<file path="config.mk">
export PLATFORM = sky130hd
export DESIGN_NAME = twi_slave
export DESIGN_NICKNAME = d
export VERILOG_FILES = /design/src/design/twi_slave_pkg.sv /design/src/design/line_sync.sv /design/src/design/addr_match.sv /design/src/design/twi_slave.sv
export SDC_FILE = /design/constraint.sdc
export NUM_CORES = 1
export LEC_CHECK = 0
export ABC_CLOCK_PERIOD_IN_PS = 4200
export BUFFER_PORTS_ARGS = -buffer_cell sky130_fd_sc_hd__buf_2
export CAP_MARGIN = 20
export CORE_ASPECT_RATIO = 1.75
export CORE_MARGIN = 2
export CORE_UTILIZATION = 60
export CTS_CLUSTER_DIAMETER = 150
export DETAILED_ROUTE_END_ITERATION = 10
export PLACE_DENSITY = 0.85
export SETUP_SLACK_MARGIN = 0.2
export SLEW_MARGIN = 10
export SYNTH_ARGS = -nofsm -noshare
export SYNTH_HDL_FRONTEND = slang
export SYNTH_SLANG_ARGS = --single-unit
</file>
<file path="constraint.sdc">
create_clock -name ref_clk -period 4.2 [get_ports ref_clk]
set_clock_uncertainty 0.1 [all_clocks]
set_input_delay 0.21 -clock ref_clk [delete_from_list [all_inputs] [get_ports ref_clk]]
set_output_delay 0.21 -clock ref_clk [all_outputs]
set_load 0.02 [all_outputs]
</file>
<file path="src/design/twi_slave_pkg.sv">
// Constants, register map and engine states for the two-wire slave.
// Assumes a byte-wide register port with a 4-bit address.
package twi_slave_pkg;
	localparam logic [3:0] OFS_SHARED = 4'h0;
	localparam logic [3:0] OFS_SLAVE = 4'h8;
	localparam logic [2:0] IDX_SLAVE_CONTROL_A = 3'h0;
	localparam logic [2:0] IDX_SLAVE_CONTROL_B = 3'h1;
	localparam logic [2:0] IDX_STATUS = 3'h2;
	localparam logic [2:0] IDX_ADDR = 3'h3;
	localparam logic [2:0] IDX_DATA = 3'h4;
	localparam logic [2:0] IDX_MASK = 3'h5;
	localparam logic [7:0] VEC_MASTER = 8'h00;
	localparam logic [7:0] VEC_SLAVE = 8'h02;
	localparam logic [7:0] RST_BYTE = 8'h00;
	localparam int CA_SMART_MODE_ENABLE = 0;
	localparam int CA_PROMISCUOUS_ENABLE = 1;
	localparam int CA_STOP_IRQ_ENABLE = 2;
	localparam int CA_EN = 3;
	localparam int CA_APIEN = 4;
	localparam int CA_DIEN = 5;
	localparam int CB_ACKNOWLEDGE_ACTION = 2;
	localparam int ST_DIF = 7;
	localparam int ST_ADDRESS_STOP_IRQ_FLAG = 6;
	localparam int ST_COLL = 3;
	localparam logic [1:0] CMD_DONE = 2'h2;
	localparam logic [1:0] CMD_RESP = 2'h3;
	localparam logic [6:0] GEN_CALL = 7'h00;
	localparam logic [3:0] BYTE_BITS = 4'h8;
	localparam logic [3:0] LAST_TX = 4'h7;
	typedef enum logic [2:0] {
		ST_IDLE = 3'h0,
		ST_ADDR = 3'h1,
		ST_HOLD = 3'h3,
		ST_ACK = 3'h2,
		ST_RX = 3'h6,
		ST_TX = 3'h7,
		ST_MACK = 3'h5
	} state_t;
endpackage

</file>
<file path="src/design/line_sync.sv">
// Two-stage synchroniser for the bus pins.
// Assumes inputs asynchronous to ref_clk.
`timescale 1ns/100ps
`default_nettype none
module line_sync #(
	parameter int W = 2
) (
	// Clock and reset
	input wire logic clk,
	input wire logic rst_n,
	// Pins in, synced out
	input wire logic [W-1:0] d,
	output logic [W-1:0] q
);
	logic [W-1:0] meta_q;

	// Idle bus is high, so reset to ones
	always_ff @(posedge clk or negedge rst_n)
	begin
		if (!rst_n)
		begin
			meta_q <= '1;
			q <= '1;
		end
		else
		begin
			meta_q <= d;
			q <= meta_q;
		end
	end
endmodule
`default_nettype wire

</file>
<file path="src/design/addr_match.sv">
// Address comparator for the first byte after a start.
// Assumes a stable received byte when evaluated.
`timescale 1ns/100ps
`default_nettype none
module addr_match (
	// Received byte and settings
	input wire logic [7:0] rx_byte,
	input wire logic [7:0] own_addr,
	input wire logic [7:0] mask_reg,
	input wire logic promiscuous_enable,
	// Result
	output logic hit
);
	logic second_address_enable;
	logic [6:0] mask_bits;

	function automatic logic masked_eq(input logic [6:0] a, input logic [6:0] b, input logic [6:0] m);
		masked_eq = ((a ^ b) & ~m) == 7'h00;
	endfunction

	assign second_address_enable = mask_reg[0];
	// Mask applies only in single-address mode
	assign mask_bits = second_address_enable ? 7'h00 : mask_reg[7:1];

	// Bit 0 of the received byte is direction, never compared
	// A ten-bit prefix matches through the same upper bits
	always_comb
	begin
		hit = promiscuous_enable;
		if (masked_eq(rx_byte[7:1], own_addr[7:1], mask_bits))
			hit = 1'b1;
		if (second_address_enable && masked_eq(rx_byte[7:1], mask_reg[7:1], 7'h00))
			hit = 1'b1;
		if (own_addr[0] && rx_byte[7:1] == twi_slave_pkg::GEN_CALL)
			hit = 1'b1;
	end
endmodule
`default_nettype wire

</file>
<file path="src/design/twi_slave.sv">
// Two-wire slave: address match, data register, clock stretching.
// Assumes open-drain pins resolved outside; register port on ref_clk.
`timescale 1ns/100ps
`default_nettype none
module twi_slave (
	// Clock and reset
	input wire logic ref_clk,
	input wire logic rst_n,
	// Register port
	input wire logic [3:0] reg_addr,
	input wire logic [7:0] reg_wdata,
	input wire logic reg_wr,
	input wire logic reg_rd,
	output logic [7:0] reg_rdata,
	// Two-wire pins
	input wire logic scl_in,
	output logic scl_out,
	output logic scl_oe,
	input wire logic sda_in,
	output logic sda_out,
	output logic sda_oe,
	// Slave request
	output logic slave_irq
);
	////////////////////////////////////////////////////////////////////////
	logic [1:0] pin_s;
	logic scl_s, sda_s, scl_p_q, sda_p_q, scl_rise, scl_fall, start_c, stop_c;
	logic [7:0] shared_q, slave_control_a_q, own_q, mask_q, data_q, sh_q;
	logic acknowledge_action_q, dif_q, address_stop_irq_flag_q, dif_d, address_stop_irq_flag_d, dir_q, ap_q, rxack_q, coll_q, nack_q, fin_q, from_addr_q, irq_q;
	logic [3:0] cnt_q;
	twi_slave_pkg::state_t state_q;
	logic en, hold, addr_hit, addr_done, rx_done, set_dif, set_address_stop_irq_flag, wr_status, wr_slave_control_b;
	logic data_wr, data_rd, cmd_valid, cmd_done, clr_all, release_go, ack_eff;
	function automatic logic hit_reg(input logic [3:0] a, input logic [2:0] idx);
		hit_reg = a == (twi_slave_pkg::OFS_SLAVE | {1'b0, idx});
	endfunction
	////////////////////////////////////////////////////////////////////////
	// Pin sampling and bus conditions
	line_sync #(.W(2)) u_sync (
		.clk(ref_clk),
		.rst_n(rst_n),
		.d({scl_in, sda_in}),
		.q(pin_s)
	);
	assign scl_s = pin_s[1];
	assign sda_s = pin_s[0];

	always_ff @(posedge ref_clk or negedge rst_n)
	begin
		if (!rst_n)
		begin
			scl_p_q <= 1'b1;
			sda_p_q <= 1'b1;
		end
		else
		begin
			scl_p_q <= scl_s;
			sda_p_q <= sda_s;
		end
	end

	assign scl_rise = scl_s && !scl_p_q;
	assign scl_fall = !scl_s && scl_p_q;
	assign start_c = scl_s && scl_p_q && sda_p_q && !sda_s;
	assign stop_c = scl_s && scl_p_q && !sda_p_q && sda_s;
	////////////////////////////////////////////////////////////////////////
	// Register decode
	assign en = slave_control_a_q[twi_slave_pkg::CA_EN];
	assign hold = dif_q || address_stop_irq_flag_q;
	assign wr_status = reg_wr && hit_reg(reg_addr, twi_slave_pkg::IDX_STATUS);
	assign wr_slave_control_b = reg_wr && hit_reg(reg_addr, twi_slave_pkg::IDX_SLAVE_CONTROL_B);
	// Data register locked while a byte is on the wire
	assign data_wr = reg_wr && hold && hit_reg(reg_addr, twi_slave_pkg::IDX_DATA);
	assign data_rd = reg_rd && hold && hit_reg(reg_addr, twi_slave_pkg::IDX_DATA);
	assign cmd_done = reg_wdata[1:0] == twi_slave_pkg::CMD_DONE;
	assign cmd_valid = wr_slave_control_b && hold && (cmd_done || reg_wdata[1:0] == twi_slave_pkg::CMD_RESP);
	assign clr_all = cmd_valid || data_wr || data_rd;
	// New action bit in the same write takes effect first
	assign ack_eff = wr_slave_control_b ? reg_wdata[twi_slave_pkg::CB_ACKNOWLEDGE_ACTION] : acknowledge_action_q;

	always_ff @(posedge ref_clk or negedge rst_n)
	begin
		if (!rst_n)
		begin
			shared_q <= twi_slave_pkg::RST_BYTE;
			slave_control_a_q <= twi_slave_pkg::RST_BYTE;
			acknowledge_action_q <= 1'b0;
			own_q <= twi_slave_pkg::RST_BYTE;
			mask_q <= twi_slave_pkg::RST_BYTE;
		end
		else if (reg_wr)
		begin
			if (reg_addr == twi_slave_pkg::OFS_SHARED)
				shared_q <= {6'h00, reg_wdata[1:0]};
			if (hit_reg(reg_addr, twi_slave_pkg::IDX_SLAVE_CONTROL_A))
				slave_control_a_q <= reg_wdata;
			if (wr_slave_control_b)
				acknowledge_action_q <= reg_wdata[twi_slave_pkg::CB_ACKNOWLEDGE_ACTION];
			if (hit_reg(reg_addr, twi_slave_pkg::IDX_ADDR))
				own_q <= reg_wdata;
			if (hit_reg(reg_addr, twi_slave_pkg::IDX_MASK))
				mask_q <= reg_wdata;
		end
	end

	////////////////////////////////////////////////////////////////////////
	// Address comparison and engine events
	addr_match u_match (
		.rx_byte(sh_q),
		.own_addr(own_q),
		.mask_reg(mask_q),
		.promiscuous_enable(slave_control_a_q[twi_slave_pkg::CA_PROMISCUOUS_ENABLE]),
		.hit(addr_hit)
	);

	assign addr_done = state_q == twi_slave_pkg::ST_ADDR && scl_fall && cnt_q == twi_slave_pkg::BYTE_BITS;
	assign rx_done = state_q == twi_slave_pkg::ST_RX && scl_fall && cnt_q == twi_slave_pkg::BYTE_BITS;
	assign set_address_stop_irq_flag = en && !start_c && ((addr_done && addr_hit)
		|| (stop_c && slave_control_a_q[twi_slave_pkg::CA_STOP_IRQ_ENABLE]));
	// After address ack on a read, the data flag asks for the first byte
	assign set_dif = en && !start_c && !stop_c && scl_fall && (rx_done || state_q == twi_slave_pkg::ST_MACK
		|| (state_q == twi_slave_pkg::ST_ACK && !nack_q && !fin_q && from_addr_q && dir_q));
	////////////////////////////////////////////////////////////////////////
	// Interrupt flags; a set beats any clear in the same cycle
	always_comb
	begin
		dif_d = dif_q;
		address_stop_irq_flag_d = address_stop_irq_flag_q;
		if (clr_all || (wr_status && reg_wdata[twi_slave_pkg::ST_DIF]))
			dif_d = 1'b0;
		if (clr_all || (wr_status && reg_wdata[twi_slave_pkg::ST_ADDRESS_STOP_IRQ_FLAG]))
			address_stop_irq_flag_d = 1'b0;
		if (set_dif)
			dif_d = 1'b1;
		if (set_address_stop_irq_flag)
			address_stop_irq_flag_d = 1'b1;
	end
	assign release_go = hold && !dif_d && !address_stop_irq_flag_d;
	always_ff @(posedge ref_clk or negedge rst_n)
	begin
		if (!rst_n)
		begin
			dif_q <= 1'b0;
			address_stop_irq_flag_q <= 1'b0;
		end
		else
		begin
			dif_q <= dif_d;
			address_stop_irq_flag_q <= address_stop_irq_flag_d;
		end
	end

	always_ff @(posedge ref_clk or negedge rst_n)
	begin
		if (!rst_n)
			ap_q <= 1'b0;
		else if (set_address_stop_irq_flag)
			ap_q <= addr_done && addr_hit;
	end

	always_ff @(posedge ref_clk or negedge rst_n)
	begin
		if (!rst_n)
			coll_q <= 1'b0;
		else if (state_q == twi_slave_pkg::ST_TX && scl_rise && sh_q[7] && !sda_s)
			coll_q <= 1'b1;
		else if (start_c || (wr_status && reg_wdata[twi_slave_pkg::ST_COLL]))
			coll_q <= 1'b0;
	end

	////////////////////////////////////////////////////////////////////////
	// Data register
	always_ff @(posedge ref_clk or negedge rst_n)
	begin
		if (!rst_n)
			data_q <= twi_slave_pkg::RST_BYTE;
		else if (rx_done)
			data_q <= sh_q;
		else if (data_wr)
			data_q <= reg_wdata;
	end
	////////////////////////////////////////////////////////////////////////
	// Bit engine
	always_ff @(posedge ref_clk or negedge rst_n)
	begin
		if (!rst_n)
		begin
			state_q <= twi_slave_pkg::ST_IDLE;
			cnt_q <= 4'h0;
			sh_q <= twi_slave_pkg::RST_BYTE;
			dir_q <= 1'b0;
			rxack_q <= 1'b0;
			nack_q <= 1'b0;
			fin_q <= 1'b0;
			from_addr_q <= 1'b0;
		end
		else if (!en || stop_c)
			state_q <= twi_slave_pkg::ST_IDLE;
		else if (start_c)
		begin
			state_q <= twi_slave_pkg::ST_ADDR;
			cnt_q <= 4'h0;
		end
		else
		begin
			case (state_q)
				twi_slave_pkg::ST_IDLE:
					cnt_q <= 4'h0;
				twi_slave_pkg::ST_ADDR, twi_slave_pkg::ST_RX:
				begin
					if (scl_rise)
					begin
						sh_q <= {sh_q[6:0], sda_s};
						cnt_q <= cnt_q + 4'h1;
					end
					if (addr_done && addr_hit)
					begin
						dir_q <= sh_q[0];
						from_addr_q <= 1'b1;
						state_q <= twi_slave_pkg::ST_HOLD;
					end
					else if (addr_done)
						state_q <= twi_slave_pkg::ST_IDLE;
					if (rx_done)
					begin
						from_addr_q <= 1'b0;
						state_q <= twi_slave_pkg::ST_HOLD;
					end
				end
				twi_slave_pkg::ST_HOLD:
				begin
					cnt_q <= 4'h0;
					if (release_go)
					begin
						nack_q <= (cmd_valid || (data_rd && slave_control_a_q[twi_slave_pkg::CA_SMART_MODE_ENABLE])) ? ack_eff : 1'b0;
						fin_q <= cmd_valid && cmd_done;
						if (cmd_valid && cmd_done && dir_q)
							state_q <= twi_slave_pkg::ST_IDLE;
						else if (dir_q && !from_addr_q)
						begin
							sh_q <= data_wr ? reg_wdata : data_q;
							state_q <= rxack_q ? twi_slave_pkg::ST_IDLE : twi_slave_pkg::ST_TX;
						end
						else
							state_q <= twi_slave_pkg::ST_ACK;
					end
				end
				twi_slave_pkg::ST_ACK:
				begin
					if (scl_fall)
					begin
						from_addr_q <= 1'b0;
						if (nack_q || fin_q)
							state_q <= twi_slave_pkg::ST_IDLE;
						else if (from_addr_q && dir_q)
							state_q <= twi_slave_pkg::ST_HOLD;
						else
							state_q <= twi_slave_pkg::ST_RX;
					end
				end
				twi_slave_pkg::ST_TX:
				begin
					if (scl_fall)
					begin
						sh_q <= {sh_q[6:0], 1'b1};
						cnt_q <= cnt_q + 4'h1;
						if (cnt_q == twi_slave_pkg::LAST_TX)
							state_q <= twi_slave_pkg::ST_MACK;
					end
				end
				twi_slave_pkg::ST_MACK:
				begin
					if (scl_rise)
						rxack_q <= sda_s;
					if (scl_fall)
						state_q <= twi_slave_pkg::ST_HOLD;
				end
				default:
					state_q <= twi_slave_pkg::ST_IDLE;
			endcase
		end
	end

	////////////////////////////////////////////////////////////////////////
	// Pin drive: open drain, low only
	assign scl_out = 1'b0;
	assign sda_out = 1'b0;
	assign scl_oe = hold;
	// A lost high bit stops data-bit driving in ST_TX until the next start or a status write to bit 3
	assign sda_oe = (state_q == twi_slave_pkg::ST_ACK && !nack_q)
		|| (state_q == twi_slave_pkg::ST_TX && !sh_q[7] && !coll_q);
	////////////////////////////////////////////////////////////////////////
	// Read port and request line
	always_ff @(posedge ref_clk or negedge rst_n)
	begin
		if (!rst_n)
			reg_rdata <= twi_slave_pkg::RST_BYTE;
		else if (reg_rd)
		begin
			reg_rdata <= twi_slave_pkg::RST_BYTE;
			if (reg_addr == twi_slave_pkg::OFS_SHARED)
				reg_rdata <= shared_q;
			if (hit_reg(reg_addr, twi_slave_pkg::IDX_SLAVE_CONTROL_A))
				reg_rdata <= slave_control_a_q;
			if (hit_reg(reg_addr, twi_slave_pkg::IDX_SLAVE_CONTROL_B))
				reg_rdata <= {5'h00, acknowledge_action_q, 2'h0};
			if (hit_reg(reg_addr, twi_slave_pkg::IDX_STATUS))
				reg_rdata <= {dif_q, address_stop_irq_flag_q, hold, rxack_q, coll_q, 1'b0, dir_q, ap_q};
			if (hit_reg(reg_addr, twi_slave_pkg::IDX_ADDR))
				reg_rdata <= own_q;
			if (data_rd)
				reg_rdata <= data_q;
			if (hit_reg(reg_addr, twi_slave_pkg::IDX_MASK))
				reg_rdata <= mask_q;
		end
	end
	// Request needs a nonzero level in control A bits 7:6 and an enabled flag set
	always_ff @(posedge ref_clk or negedge rst_n)
	begin
		if (!rst_n)
			irq_q <= 1'b0;
		else
			irq_q <= slave_control_a_q[7:6] != 2'h0 && ((dif_q && slave_control_a_q[twi_slave_pkg::CA_DIEN])
				|| (address_stop_irq_flag_q && slave_control_a_q[twi_slave_pkg::CA_APIEN]));
	end

	assign slave_irq = irq_q;
endmodule
`default_nettype wire

</file>
== Word level (Yosys, flattened, before mapping) ==
Index checks and enable logic that the tools add are counted.

* Output and inout port bits: 13
* Flip-flop bits (word level): 74
* Bits of input ports: 18

* Reductions and logical operators: 102
* Bitwise operators: 6
* Equal/unequal tests: 32
* Mux-type cells: 51
* Add/subtract/negate cells: 1

{| class="wikitable"
|+ Operators by type and width
! cell !! number
|-
| two-way mux 8 bit || 13
|-
| logical AND 1 bit || 50
|-
| two-way mux 3 bit || 15
|-
| == test 4 bit, second input constant || 7
|-
| one-hot mux 8 bit (3 select lines) || 1
|-
| logical NOT 7 bit || 3
|-
| one-hot mux 3 bit (6 select lines) || 1
|-
| AND reduction 4 bit || 4
|-
| logical OR 1 bit || 15
|-
| logical NOT 1 bit || 14
|-
| two-way mux 1 bit || 14
|-
| XOR 7 bit || 2
|-
| two-way mux 4 bit || 3
|-
| != test 2 bit, second input constant || 6
|-
| != test 3 bit, second input constant || 4
|-
| one-hot mux 4 bit (3 select lines) || 1
|-
| == test 3 bit, second input constant || 3
|-
| != test 4 x 3 -> 1 bit, second input constant || 2
|-
| != test 4 bit, second input constant || 2
|-
| AND reduction 2 bit || 4
|-
| AND reduction 8 bit || 1
|-
| AND 7 bit || 1
|-
| two-way mux 7 bit || 1
|-
| NOT 7 bit || 1
|-
| other kinds (18) || 24
|}

== Longest topological paths before layout ==
Gate-level depths: netlist of run 1.

* Depth after elaboration: 17
* Depth in mapped cells: 9
* Depth with buffers taken out: 8

== Cells and area by module ==
From an unflattened synthesis of run 1, not the netlist that was laid out.

* Cell total of the unflattened synthesis: 414
* Area, all modules: 4161.5 um^2

{| class="wikitable"
|+ Modules (own cells, without submodules)
! module !! sequential area each (um^2) !! instances !! cells an instance !! area an instance (um^2)
|-
| twi_slave || 1754.2 || 1 || 379 || 3798.6
|-
| addr_match || 0.0 || 1 || 31 || 257.7
|-
| line_sync || 105.1 || 1 || 4 || 105.1
|}

== Worst setup path after synthesis of run 1 ==
OpenSTA, ideal clock, no wires.

* Kind: reg-to-reg
* Start point: reg sh_q[2]
* End point: reg nack_q
* Buffers on the path: 2
* Setup slack: 1.947 ns
* Cell stages (with the launch flop): 9
* Library setup time: 0.128 ns
* Arrival time: 2.026 ns
* Period minus slack after synthesis: 2.253 ns
* Cell sequence: dfrtp_1 buf_2 xnor2_1 o22ai_1 or4_4 a211oi_4 buf_4 nor3_2 mux2_1

* Word-level cells in the longest chain between the ends: 13
* Elaborated cells between the ends (all ways): 18

{| class="wikitable"
|+ Ends and longest elaborated chain
! element !! RTL line !! text
|-
| start: declaration || twi_slave.sv:28 || <nowiki>logic [7:0] shared_q, slave_control_a_q, own_q, mask_q, data_q, sh_q;</nowiki>
|-
| start signal: assignment || twi_slave.sv:190 || <nowiki>sh_q <= twi_slave_pkg::RST_BYTE;</nowiki>
|-
| start signal: assignment || twi_slave.sv:213 || <nowiki>sh_q <= {sh_q[6:0], sda_s};</nowiki>
|-
| start signal: assignment || twi_slave.sv:241 || <nowiki>sh_q <= data_wr ? reg_wdata : data_q;</nowiki>
|-
| XOR 7 bit || addr_match.sv:18 || <nowiki>masked_eq = ((a ^ b) & ~m) == 7'h00;</nowiki>
|-
| AND 7 bit || addr_match.sv:18 ||
|-
| logical NOT 7 bit || addr_match.sv:18 ||
|-
| two-way mux 1 bit || addr_match.sv:30 || <nowiki>if (masked_eq(rx_byte[7:1], own_addr[7:1], mask_bits))</nowiki>
|-
| two-way mux 1 bit || addr_match.sv:32 || <nowiki>if (second_address_enable && masked_eq(rx_byte[7:1], mask_reg[7:1], 7'h00))</nowiki>
|-
| two-way mux 1 bit * || addr_match.sv:34 || <nowiki>if (own_addr[0] && rx_byte[7:1] == twi_slave_pkg::GEN_CALL)</nowiki>
|-
| logical AND 1 bit * || twi_slave.sv:118 || <nowiki>assign set_address_stop_irq_flag = en && !start_c && ((addr_done && addr_hit)</nowiki>
|-
| logical OR 1 bit * || twi_slave.sv:119 || <nowiki>|| (stop_c && slave_control_a_q[twi_slave_pkg::CA_STOP_IRQ_ENABLE]));</nowiki>
|-
| logical AND 1 bit * || twi_slave.sv:118 ||
|-
| two-way mux 1 bit * || twi_slave.sv:135 || <nowiki>if (set_address_stop_irq_flag)</nowiki>
|-
| logical NOT 1 bit * || twi_slave.sv:138 || <nowiki>assign release_go = hold && !dif_d && !address_stop_irq_flag_d;</nowiki>
|-
| logical AND 1 bit * || twi_slave.sv:138 ||
|-
| AND reduction 4 bit (no source line) * || - ||
|-
| end signal: assignment || twi_slave.sv:235 || <nowiki>nack_q <= (cmd_valid || (data_rd && slave_control_a_q[twi_slave_pkg::CA_SMART_MODE_ENABLE])) ? ack_eff : 1'b0;</nowiki>
|-
| end: declaration || twi_slave.sv:29 || <nowiki>logic acknowledge_action_q, dif_q, address_stop_irq_flag_q, dif_d, address_stop_irq_flag_d, dir_q, ap_q, rxack ...</nowiki>
|}

Mark *: on every way between the ends. The rest lies on a longest branch, timed or not.
A chain may end at the register's enable or synchronous reset.

== Final worst setup path of run 1 ==
* Start point: reg state_q[0]
* End point: reg nack_q

* Word-level cells in the longest chain between the ends: 12
* Elaborated cells between the ends (all ways): 26

{| class="wikitable"
|+ Ends and longest elaborated chain
! element !! RTL line !! text
|-
| start: declaration || twi_slave.sv:31 || <nowiki>twi_slave_pkg::state_t state_q;</nowiki>
|-
| start signal: assignment || twi_slave.sv:188 || <nowiki>state_q <= twi_slave_pkg::ST_IDLE;</nowiki>
|-
| start signal: assignment || twi_slave.sv:198 || <nowiki>state_q <= twi_slave_pkg::ST_IDLE;</nowiki>
|-
| start signal: assignment || twi_slave.sv:201 || <nowiki>state_q <= twi_slave_pkg::ST_ADDR;</nowiki>
|-
| == test 3 x 2 -> 1 bit || twi_slave.sv:122 || <nowiki>|| (state_q == twi_slave_pkg::ST_ACK && !nack_q && !fin_q && from_addr_q && dir_q));</nowiki>
|-
| logical AND 1 bit (4 in a row) || twi_slave.sv:122 ||
|-
| logical OR 1 bit || twi_slave.sv:122 ||
|-
| logical AND 1 bit || twi_slave.sv:121 || <nowiki>assign set_dif = en && !start_c && !stop_c && scl_fall && (rx_done || state_q == twi_slave_pkg::ST_MACK</nowiki>
|-
| two-way mux 1 bit || twi_slave.sv:133 || <nowiki>if (set_dif)</nowiki>
|-
| logical NOT 1 bit || twi_slave.sv:138 ||
|-
| logical AND 1 bit (2 in a row) || twi_slave.sv:138 ||
|-
| AND reduction 4 bit (no source line) * || - ||
|}

Marks and branches as above.

==> run_results.csv, run 1 <==
group,metric,value,unit
run,max_cap_viol_count,0,
worst_hold_path,worstHoldPathType,"input pin to flop",
power,p_int,1460,µW
worst_setup_path,critical_path.max_fanout,17,
power,comb_power_share,0.181,
clocking,tritoncts,"yes",
clocking,cts_resized,0,
yosys,synth.ff_latch_count,74,
grt,first_global_vias,3843,
worst_setup_path,worstSetupEndpointType,"flop",
placement,dpl.hpwl,8973,µm
drt,detail_route.drc_violations,0,
power,power-per-cell-area,436.4,nW/µm²
power,sequentialPowerShare,0.449,
worst_setup_path,rr_worst_depth,6,
final_layout,layout.cells.most_common,"sky130_fd_sc_hd__dfrtp_1",
clocking,path_clk_slew,0.06,ns
grt,pin_count_of_the_biggest_net_entering_global_routing,75,
yosys,yosysWarningCount,0,
drt,first_pass_iters,6,
final_layout,layout_cell_share_with_drive_strength_beyond_1,0.2046,
placement,buffer_ports.inserted,28,
final_layout,layout_common_cells,"sky130_fd_sc_hd__dfrtp_1 (68), sky130_fd_sc_hd__nand2_1 (42), sky130_fd_sc_hd__mux2_2 (37)",
timing,finalCritPeriodShare,0.6848,
timing,setup-tns-final,0,ns
final_layout,n_fill_cell,552,
worst_setup_path,arrival,3.00,ns
timing,relSlewSlack,0.3519,
run_status,run_status,"finished, final reports clean",
drt,drt_iter0_markers,585,
yosys,average_footprint_of_a_synthesized_cell,9.536,µm²
timing,worst-slew-pin-transition,0.9722,ns
placement,gp_congestion,0.9060,
yosys,async_flop_share,1.000,
power,switching_power,645.7,µW
timing,final_hold_viol_count,0,
clocking,clock_sink_count,74,
grt,groute.layer.met3.usage,0.1061,
drt,viasPerCell,6.857,
grt,overflow,0,
floorplanning,initial_core_util,0.6152,
timing,rsz0062_at_grt,"false",
yosys,postSynthCellCount,460,
clocking,clk_root_buffer_cell,"sky130_fd_sc_hd__clkbuf_16",
worst_setup_path,cp_data_required_time,4.32,ns
grt,first_pass_grt_wire_length,20420,µm
power,worst_ir_drop_vdd,0.2249,mV
grt,antenna_violations_before_repair,0,
yosys,synth_enable_flop_cells,0,
floorplanning,core_area,7131,µm²
worst_hold_path,hp-start,"reg_wdata[7]",
timing,max_clock_freq,347.7,MHz
final_layout,finalInstanceArea,4826,µm²
timing,timing.final.max_slew_violations,0,
clocking,clk-insertion-delay-late,0.34,ns
power,switching_share,0.3066,
power,leakage,0.002082,µW
final_layout,finish.net_count,494,
final_layout,finish.utilization,0.6768,
clocking,cts_made_buffers,9,
grt,busiest_metal_layer_after_global_routing,"met2",
power,proportion_of_power_drawn_by_the_clock_network,0.370,
placement,post-place-ws,1.392,ns
floorplanning,num_rows,41,
floorplanning,chipHeight,117.1,µm
grt,global_route.usage.met2,0.5782,
worst_setup_path,crit-reg2reg-launch,"state_q[0]",
yosys,netlist-cell-type-count,67,
timing,whs,0.09398,ns
grt,gr-usage-all-layers,0.3503,
floorplanning,die-area,8038,µm²
clocking,clock_path_buffers,2,
timing,finalSetupViolations,0,
worst_setup_path,timing.setup.critical_path_class,"flop to flop",
placement,post_dp_cell_area,4499,µm²
yosys,mappedNetlistArea,4387,µm²
yosys,yosys_most_used_dff,"sky130_fd_sc_hd__dfrtp_1",
floorplanning,boundaryPins,31,
timing,post-route-worst-setup-slack,1.324,ns
drt,detailroute.via_count,3874,
final_layout,antenna_cells,0,
worst_hold_path,worstHoldPathCells,2,
final_layout,layout-area-overhead-vs-synth,10.01,%
worst_setup_path,cp-start-kind,"flop",
worst_setup_path,worstSetupStartpoint,"state_q[0]",
clocking,h-tree-depth,3,
grt,grt_use_met1,0.3678,
drt,wl_per_cell,22.64,µm
floorplanning,die_width,68.64,µm
timing,finalWorstPathRequiredPeriod,2.876,ns
drt,drt-total-wl,12790,µm
yosys,seq_area_frac_synth,0.4238,
drt,ant_nets,0,
-- worst max-delay path: stages, from the launching register on --
cell and delay, ns:
sky130_fd_sc_hd__dfrtp_1 0.59, sky130_fd_sc_hd__nand3b_1 0.29, sky130_fd_sc_hd__nor4_1 0.63, sky130_fd_sc_hd__o311ai_1 0.26, sky130_fd_sc_hd__nand3_1 0.43, sky130_fd_sc_hd__nor3_2 0.12, sky130_fd_sc_hd__mux2_1 0.33
-- sequential cells by signal, summed over array words and instances, names as in the netlist --
register / count
dir_q: 1
slave_control_a_q: 8
data_q: 8
fin_q: 1
address_stop_irq_flag_q: 1
coll_q: 1
ap_q: 1
nack_q: 1
scl_p_q: 1
cnt_q: 4
acknowledge_action_q: 1
own_q: 8
reg_rdata: 8
from_addr_q: 1
state_q: 3
dif_q: 1
sda_p_q: 1
rxack_q: 1
mask_q: 8
sh_q: 8
u_sync.q: 2
shared_q: 2
slave_irq: 1
u_sync.meta_q: 2
-- through the flow --
| step | power, µW | instances |
|---|---|---|
| 2_1_floorplan | 1180 | 461 |
| 3_3_place_gp | 1293 | 546 |
| 3_5_place_dp | 1314 | 546 |
| 4_1_cts | 2092 | 565 |
| 5_1_grt | 2189 | 565 |
| 6_report | 2106 | 565 |
-- logic make-up after synthesis --
logic type / share of synthesized area
and+or+nand+nor: 0.1868
AOI/OAI and AO/OA: 0.1720
DFF: 0.4238
buffers and inverters: 0.05362
muxes: 0.1272
xor gates and xnor gates: 0.02995
adders and majority gates: 0.005704
other: 0.0008549
-- metal layers --
metal  vias up  share of wire
met5         -              0
met4         0          0.076
met3        74          0.057
met2       212           0.52
met1      1884           0.35
li1       1704              -
-- power groups by stage --
stage	sequential, µW	combinational [µW]	clock (µW)
final	945	382	779
after global routing	955	416	818
after CTS	938	375	779
after detailed placement	948	366	0
after global placement	941	352	0
after floorplan	901	279	0
-- synth_stat cells (3+ instances only) --
cell | n | area (µm²)
sky130_fd_sc_hd__a211oi_1 | 3 | 22.52
sky130_fd_sc_hd__a21oi_1 | 21 | 105.1
sky130_fd_sc_hd__a222oi_1 | 6 | 60.06
sky130_fd_sc_hd__a31oi_1 | 12 | 75.07
sky130_fd_sc_hd__and2_1 | 3 | 18.77
sky130_fd_sc_hd__and3_1 | 3 | 18.77
sky130_fd_sc_hd__buf_2 | 10 | 50.05
sky130_fd_sc_hd__buf_4 | 3 | 22.52
sky130_fd_sc_hd__clkbuf_1 | 14 | 52.55
sky130_fd_sc_hd__dfrtp_1 | 68 | 1702
sky130_fd_sc_hd__dfstp_2 | 6 | 157.7
sky130_fd_sc_hd__inv_1 | 21 | 78.83
sky130_fd_sc_hd__mux2_2 | 37 | 416.7
sky130_fd_sc_hd__mux2i_1 | 13 | 130.1
sky130_fd_sc_hd__nand2_1 | 42 | 157.7
sky130_fd_sc_hd__nand2b_1 | 6 | 37.54
sky130_fd_sc_hd__nand3_1 | 13 | 65.06
sky130_fd_sc_hd__nand4_1 | 3 | 18.77
sky130_fd_sc_hd__nor2_1 | 35 | 131.4
sky130_fd_sc_hd__nor2b_1 | 13 | 81.33
sky130_fd_sc_hd__nor3_1 | 4 | 20.02
sky130_fd_sc_hd__nor4_1 | 6 | 37.54
sky130_fd_sc_hd__o211ai_1 | 10 | 75.07
sky130_fd_sc_hd__o21ai_0 | 21 | 105.1
sky130_fd_sc_hd__o22ai_1 | 11 | 68.82
sky130_fd_sc_hd__o31ai_1 | 3 | 22.52
sky130_fd_sc_hd__or3_1 | 3 | 18.77
sky130_fd_sc_hd__or4_1 | 7 | 52.55
sky130_fd_sc_hd__xnor2_1 | 7 | 61.31
sky130_fd_sc_hd__xor2_1 | 8 | 70.07
-- area by class of cell --
type	instances	area [µm²]	area share
Clock buffer	11	242.7	0.05030
Clock inverter	5	53.80	0.01115
Inverter	21	78.83	0.01633
Multi-Input combinational cell	335	2296	0.4758
Sequential cell	74	1859	0.3853
Tap cell	86	107.6	0.02230
Timing Repair Buffer	33	187.7	0.03889
-- worst paths after layout --
| check | slack (ns) | end |
|---|---|---|
| min in group asynchronous | 0.45 | sh_q[6] |
| worst max-delay path | 1.32 | nack_q |
| worst min register to register | 0.25 | u_sync.q[0] |
| max in group asynchronous | 2.91 | slave_control_a_q[5] |
| worst min-delay path | 0.09 | slave_control_a_q[7] |
| worst max register to register | 1.32 | nack_q |
-- repair_timing --
item,in CTS,in global routing
setup buffers,0,0
hold buffers,3,0
setup endpoints to repair,0,0
endpoints found under the hold margin,70,0
Power figures use the tool's default switching activity.
==> run 2: changes to the inputs <==
--- a/config.mk
+++ b/config.mk
@@ -5,7 +5,7 @@
 export SDC_FILE = /design/constraint.sdc
 export NUM_CORES = 1
 export LEC_CHECK = 0
-export ABC_CLOCK_PERIOD_IN_PS = 4200
+export ABC_CLOCK_PERIOD_IN_PS = 2800
 export BUFFER_PORTS_ARGS = -buffer_cell sky130_fd_sc_hd__buf_2
 export CAP_MARGIN = 20
 export CORE_ASPECT_RATIO = 1.75
==> constraint.sdc (replaced) <==
create_clock -name ref_clk -period 2.8 [get_ports ref_clk]
set_clock_uncertainty 0.1 [all_clocks]
set_input_delay 0.14 -clock ref_clk [delete_from_list [all_inputs] [get_ports ref_clk]]
set_output_delay 0.14 -clock ref_clk [all_outputs]
set_load 0.02 [all_outputs]
==> run_results.csv, run 2 (synthesis gave the netlist of run 1 again) <==
group,metric,value,unit
worst_setup_path,reg2reg_to,"state_q[1]",
floorplanning,num_rows,41,
timing,max_clock_freq,390.8,MHz
drt,ant_nets,0,
run_status,run_status,"finished, final reports clean",
drt,drt-total-wl,13280,µm
worst_setup_path,arrival,2.70,ns
power,p_int,2390,µW
floorplanning,initial_core_util,0.6152,
floorplanning,die_width,68.64,µm
timing,rsz0062_at_grt,"true",
timing,finalCritPeriodShare,0.9139,
worst_setup_path,worstSetupEndpointType,"flop",
power,sequentialPowerShare,0.418,
worst_hold_path,worstHoldPathCells,2,
grt,overflow,0,
timing,finalSetupViolations,0,
placement,post_dp_cell_area,4567,µm²
worst_setup_path,rr_worst_depth,6,
placement,dpl.hpwl,8807,µm
clocking,tritoncts,"yes",
drt,viasPerCell,6.986,
drt,detail_route.drc_violations,0,
timing,setup-tns-final,0,ns
run,max_cap_viol_count,0,
timing,final_hold_viol_count,0,
clocking,clk_root_buffer_cell,"sky130_fd_sc_hd__clkbuf_16",
power,leakage,0.002155,µW
final_layout,layout-area-overhead-vs-synth,14.49,%
worst_setup_path,crit-reg2reg-launch,"mask_q[0]",
final_layout,finalInstanceArea,5022,µm²
grt,antenna_violations_before_repair,0,
final_layout,layout_cell_share_with_drive_strength_beyond_1,0.2449,
clocking,path_clk_slew,0.06,ns
clocking,clk-insertion-delay-late,0.34,ns
timing,finalWorstPathRequiredPeriod,2.559,ns
floorplanning,die-area,8038,µm²
power,worst_ir_drop_vdd,0.3623,mV
power,comb_power_share,0.180,
floorplanning,chipHeight,117.1,µm
worst_hold_path,min_delay_worst_endpoint,"slave_control_a_q[7]",
power,proportion_of_power_drawn_by_the_clock_network,0.402,
worst_setup_path,cp-start-kind,"flop",
worst_setup_path,timing.setup.critical_path_class,"flop to flop",
grt,pin_count_of_the_biggest_net_entering_global_routing,75,
worst_hold_path,worstHoldPathType,"input pin to flop",
grt,first_pass_grt_wire_length,19980,µm
power,switching_share,0.2963,
timing,worst-slew-pin-transition,0.9454,ns
final_layout,layout_common_cells,"sky130_fd_sc_hd__dfrtp_1 (64), sky130_fd_sc_hd__nand2_1 (42), sky130_fd_sc_hd__mux2_2 (37)",
worst_hold_path,hp-start,"reg_wdata[7]",
grt,first_global_vias,3950,
drt,first_pass_iters,5,
drt,drt_iter0_markers,582,
clocking,h-tree-depth,3,
floorplanning,core_area,7131,µm²
final_layout,layout.cells.most_common,"sky130_fd_sc_hd__dfrtp_1",
drt,wl_per_cell,23.06,µm
clocking,clock_sink_count,74,
final_layout,finish.net_count,505,
floorplanning,boundaryPins,31,
final_layout,antenna_cells,0,
clocking,cts_made_buffers,9,
power,switching_power,1007,µW
final_layout,finish.utilization,0.7043,
timing,timing.final.max_slew_violations,0,
placement,gp_congestion,1.003,
grt,gr-usage-all-layers,0.3416,
power,power-per-cell-area,676.4,nW/µm²
clocking,clock_path_buffers,2,
worst_setup_path,cp_data_required_time,2.94,ns
drt,detailroute.via_count,4024,
worst_setup_path,critical_path.max_fanout,9,
worst_setup_path,reg2reg_slack,0.24,ns
timing,relSlewSlack,0.3697,
placement,buffer_ports.inserted,28,
[run 2: cell types whose count changed in the layout (fill, tap and decap cells not counted), sizes merged]
cell      previous run  this run
clkinvlp             0         2
bufinv               1         3
clkinv               4         1
nand3               13        14
buf                 30        40
clkbuf              11        10
[run 2: final cells by class]
type,count,area (µm²)
Fill cell,511,2108
Sequential cell,74,1864
Tap cell,86,107.6
Clock inverter,6,113.9
Clock buffer,10,239.0
Inverter,21,78.83
Multi-Input combinational cell,336,2356
Timing Repair Buffer,43,262.8
[run 2: repair_timing]
item / 4_1_cts / 5_1_grt
cloned: 0 / 1
hold buffers: 3 / 0
pin swaps: 0 / 3
setup endpoints to repair: 10 / 12
setup buffers: 0 / 1
endpoints found under the hold margin: 70 / 0
resized for setup: 2 / 12
[run 2: how the worst max path moves through the flow]
stage,startpoint,to,slack [ns],cells past startpoint
detailed placement,u_sync.q[1],fin_q,0.19,6
CTS,sh_q[4],state_q[1],0.20,6
global route,u_sync.q[1],sh_q[4],0.11,6
global placement,sh_q[5],state_q[1],0.26,6
floorplan,sh_q[2],nack_q,0.55,8
finish,mask_q[0],state_q[1],0.24,6
[run 2: routing by layer]
layer	wire length, µm	part of all wire	vias to the layer above	track usage
li1	-	-	1728	-
met1	4487	0.34	1909	0.3414
met5	0	0	-	0
met4	1200	0.090	0	0.3053
met3	959	0.072	108	0.1109
met2	6637	0.50	279	0.5455
[run 2: power groups by stage]
stage               Sequential [µW]  Clock, µW  Combinational [µW]
finish                         1420       1370                 611
global route                   1430       1420                 655
detailed placement             1410          0                 551
CTS                            1400       1370                 572
floorplan                      1350          0                 418
global placement               1410          0                 530
[run 2: stage by stage]
stage,instances,worst slack [ns],total power (µW),hold slack (ns)
after floorplan,461,0.5465,1769,-0.2556
after global placement,555,0.2648,1939,0.1444
after detailed placement,555,0.1872,1965,0.1467
after CTS,574,0.2001,3340,0.01556
after global routing,576,0.1121,3511,0.03408
final,576,0.2410,3397,0.02785
[run 2: worst max-delay path: stages, from the launching register on]
cell and delay, ns:
sky130_fd_sc_hd__dfrtp_2 0.48, sky130_fd_sc_hd__nor2b_1 0.20, sky130_fd_sc_hd__o22ai_1 0.12, sky130_fd_sc_hd__or4_4 0.58, sky130_fd_sc_hd__a211oi_4 0.50, sky130_fd_sc_hd__o21ai_1 0.18, sky130_fd_sc_hd__a221oi_2 0.30
==> run 3: changes to the inputs <==
--- a/config.mk
+++ b/config.mk
@@ -10,10 +10,10 @@
 export CAP_MARGIN = 20
 export CORE_ASPECT_RATIO = 1.75
 export CORE_MARGIN = 2
-export CORE_UTILIZATION = 60
+export CORE_UTILIZATION = 40
 export CTS_CLUSTER_DIAMETER = 150
 export DETAILED_ROUTE_END_ITERATION = 10
-export PLACE_DENSITY = 0.85
+export PLACE_DENSITY = 0.63
 export SETUP_SLACK_MARGIN = 0.2
 export SLEW_MARGIN = 10
 export SYNTH_ARGS = -nofsm -noshare
==> run_results.csv, run 3 (synthesis gave the netlist of run 1 again) <==
group,metric,value,unit
worst_setup_path,crit_chain,"nand2b_2, nor4_1, o311ai_2, nand3_4, or4_1, o211ai_1",
placement,gp_congestion,0.9033,
timing,rsz0062_at_grt,"false",
grt,grt_use_met1,0.2403,
placement,buffer_ports.inserted,28,
grt,overflow,0,
worst_setup_path,timing.setup.critical_path_class,"flop to flop",
clocking,h-tree-depth,3,
timing,worst-slew-pin-transition,0.6964,ns
timing,post-route-worst-setup-slack,0.3234,ns
timing,finalWorstPathRequiredPeriod,2.477,ns
timing,finalSetupViolations,0,
grt,gr-usage-all-layers,0.2233,
final_layout,layout-area-overhead-vs-synth,16.69,%
floorplanning,boundaryPins,31,
drt,detailroute.via_count,3762,
worst_setup_path,cp_data_required_time,2.95,ns
timing,whs,0.03430,ns
clocking,clock_sink_count,74,
worst_setup_path,cp-start-kind,"flop",
clocking,clk_root_buffer_cell,"sky130_fd_sc_hd__clkbuf_16",
drt,drt-total-wl,13270,µm
final_layout,seqCellArea,1859,µm²
final_layout,combined_area_of_the_multi_input_logic_cells,2341,µm²
drt,drt_iter0_markers,297,
power,power-per-cell-area,640.9,nW/µm²
grt,pin_count_of_the_biggest_net_entering_global_routing,75,
floorplanning,initial_core_util,0.4101,
worst_setup_path,arrival,2.62,ns
placement,dpl.hpwl,9796,µm
worst_setup_path,critical_path.max_fanout,7,
timing,max_clock_freq,403.8,MHz
placement,place.detailed.instances,606,
timing,finalCritPeriodShare,0.8845,
floorplanning,die-area,11850,µm²
timing,final_hold_viol_count,0,
power,worst_ir_drop_vdd,0.4681,mV
worst_setup_path,worstSetupEndpointType,"flop",
drt,wl_per_cell,21.06,µm
final_layout,layout_cell_share_with_drive_strength_beyond_1,0.2460,
timing,timing.final.max_slew_violations,0,
timing,setup-tns-final,0,ns
grt,first_global_vias,3719,
clocking,cts_made_buffers,9,
floorplanning,core_area,10700,µm²
worst_hold_path,worstHoldPathType,"input pin to flop",
clocking,path_clk_slew,0.06,ns
final_layout,final_cells,630,
worst_setup_path,cpMaxStageDelayCell,"sky130_fd_sc_hd__dfstp_2",
final_layout,n_fill_cell,1018,
power,leakage,0.002196,µW
drt,detail_route.drc_violations,0,
final_layout,layout.cells.most_common,"sky130_fd_sc_hd__dfrtp_1",
grt,global_route.usage.met2,0.3994,
run,max_cap_viol_count,0,
final_layout,finish.net_count,515,
grt,busiest_metal_layer_after_global_routing,"met2",
run_status,run_status,"finished, final reports clean",
grt,groute.layer.met3.usage,0.04118,
drt,first_pass_iters,5,
floorplanning,chipHeight,142.5,µm
timing,relSlewSlack,0.5315,
worst_setup_path,crit_path_max_incr_delay,0.58,ns
grt,antenna_violations_before_repair,0,
final_layout,antenna_cells,0,
clocking,clock_path_buffers,2,
drt,ant_nets,0,
drt,viasPerCell,5.971,
clocking,tritoncts,"yes",
placement,post-place-ws,0.1679,ns
clocking,clk-insertion-delay-late,0.34,ns
final_layout,layout_common_cells,"sky130_fd_sc_hd__dfrtp_1 (68), sky130_fd_sc_hd__nand2_1 (42), sky130_fd_sc_hd__mux2_2 (37)",
floorplanning,die_width,83.16,µm
grt,first_pass_grt_wire_length,20390,µm
floorplanning,num_rows,50,
[run 3: cell types whose count changed in the layout (fill, tap and decap cells not counted), sizes merged]
cell | before | now
bufinv | 3 | 2
clkinv | 1 | 2
buf | 40 | 50
inv | 21 | 22
clkinvlp | 2 | 1
[run 3: per-stage QoR]
stage                 util  cell area (µm²)  total power, µW
floorplan                -             4390             1769
detailed placement  0.4370             4674             1995
global route        0.4785             5119             3417
CTS                 0.4701             5029             3267
finish              0.4785             5119             3280
global placement    0.4370             4674             1976
[run 3: final timing paths]
path,start,end,slack (ns),cells past startpoint
max,u_sync.q[1],sh_q[6],0.32,6
min,reg_wdata[2],slave_control_a_q[2],0.03,2
max reg2reg,u_sync.q[1],sh_q[6],0.32,6
min reg2reg,u_sync.meta_q[0],u_sync.q[0],0.26,0
max in group asynchronous,rst_n,scl_p_q,1.90,3
min in group asynchronous,rst_n,data_q[4],0.08,2
[run 3: area by class of cell]
| type | instances | area share |
|---|---|---|
| Sequential cell | 74 | 0.3632 |
| Clock inverter | 6 | 0.01760 |
| Multi-Input combinational cell | 336 | 0.4573 |
| Clock buffer | 10 | 0.04473 |
| Inverter | 21 | 0.01540 |
| Timing Repair Buffer | 53 | 0.06991 |
| Tap cell | 130 | 0.03178 |
[run 3: critical path: cells and delay by family (launching register included)]
family	cells	cell delay, ns
and+or+nand+nor	4	1.08
DFF	1	0.58
AOI/OAI and AO/OA	2	0.60
[run 3: routing by layer]
layer	wire length, µm	vias to the layer above	part of all wire
met5	0	-	0
met4	856	0	0.065
met3	458	45	0.035
met2	7121	124	0.54
met1	4829	1843	0.36
li1	-	1750	-
[run 3: timing repair]
action / CTS / global route
endpoints found under the setup margin: 10 / 12
endpoints found under the hold margin: 70 / 0
pin swaps: 0 / 3
resized for setup: 1 / 6
gates cloned: 0 / 1
setup buffers: 0 / 3
hold buffers: 3 / 0
[run 3: power by group]
| part | leakage, µW | internal, µW | switching [µW] | total (µW) |
|---|---|---|---|---|
| clock | 0.000153 | 784 | 485 | 1270 |
| combinational | 0.00116 | 274 | 334 | 608 |
| sequential | 0.000882 | 1230 | 175 | 1400 |
| total | 0.00220 | 2290 | 994 | 3280 |
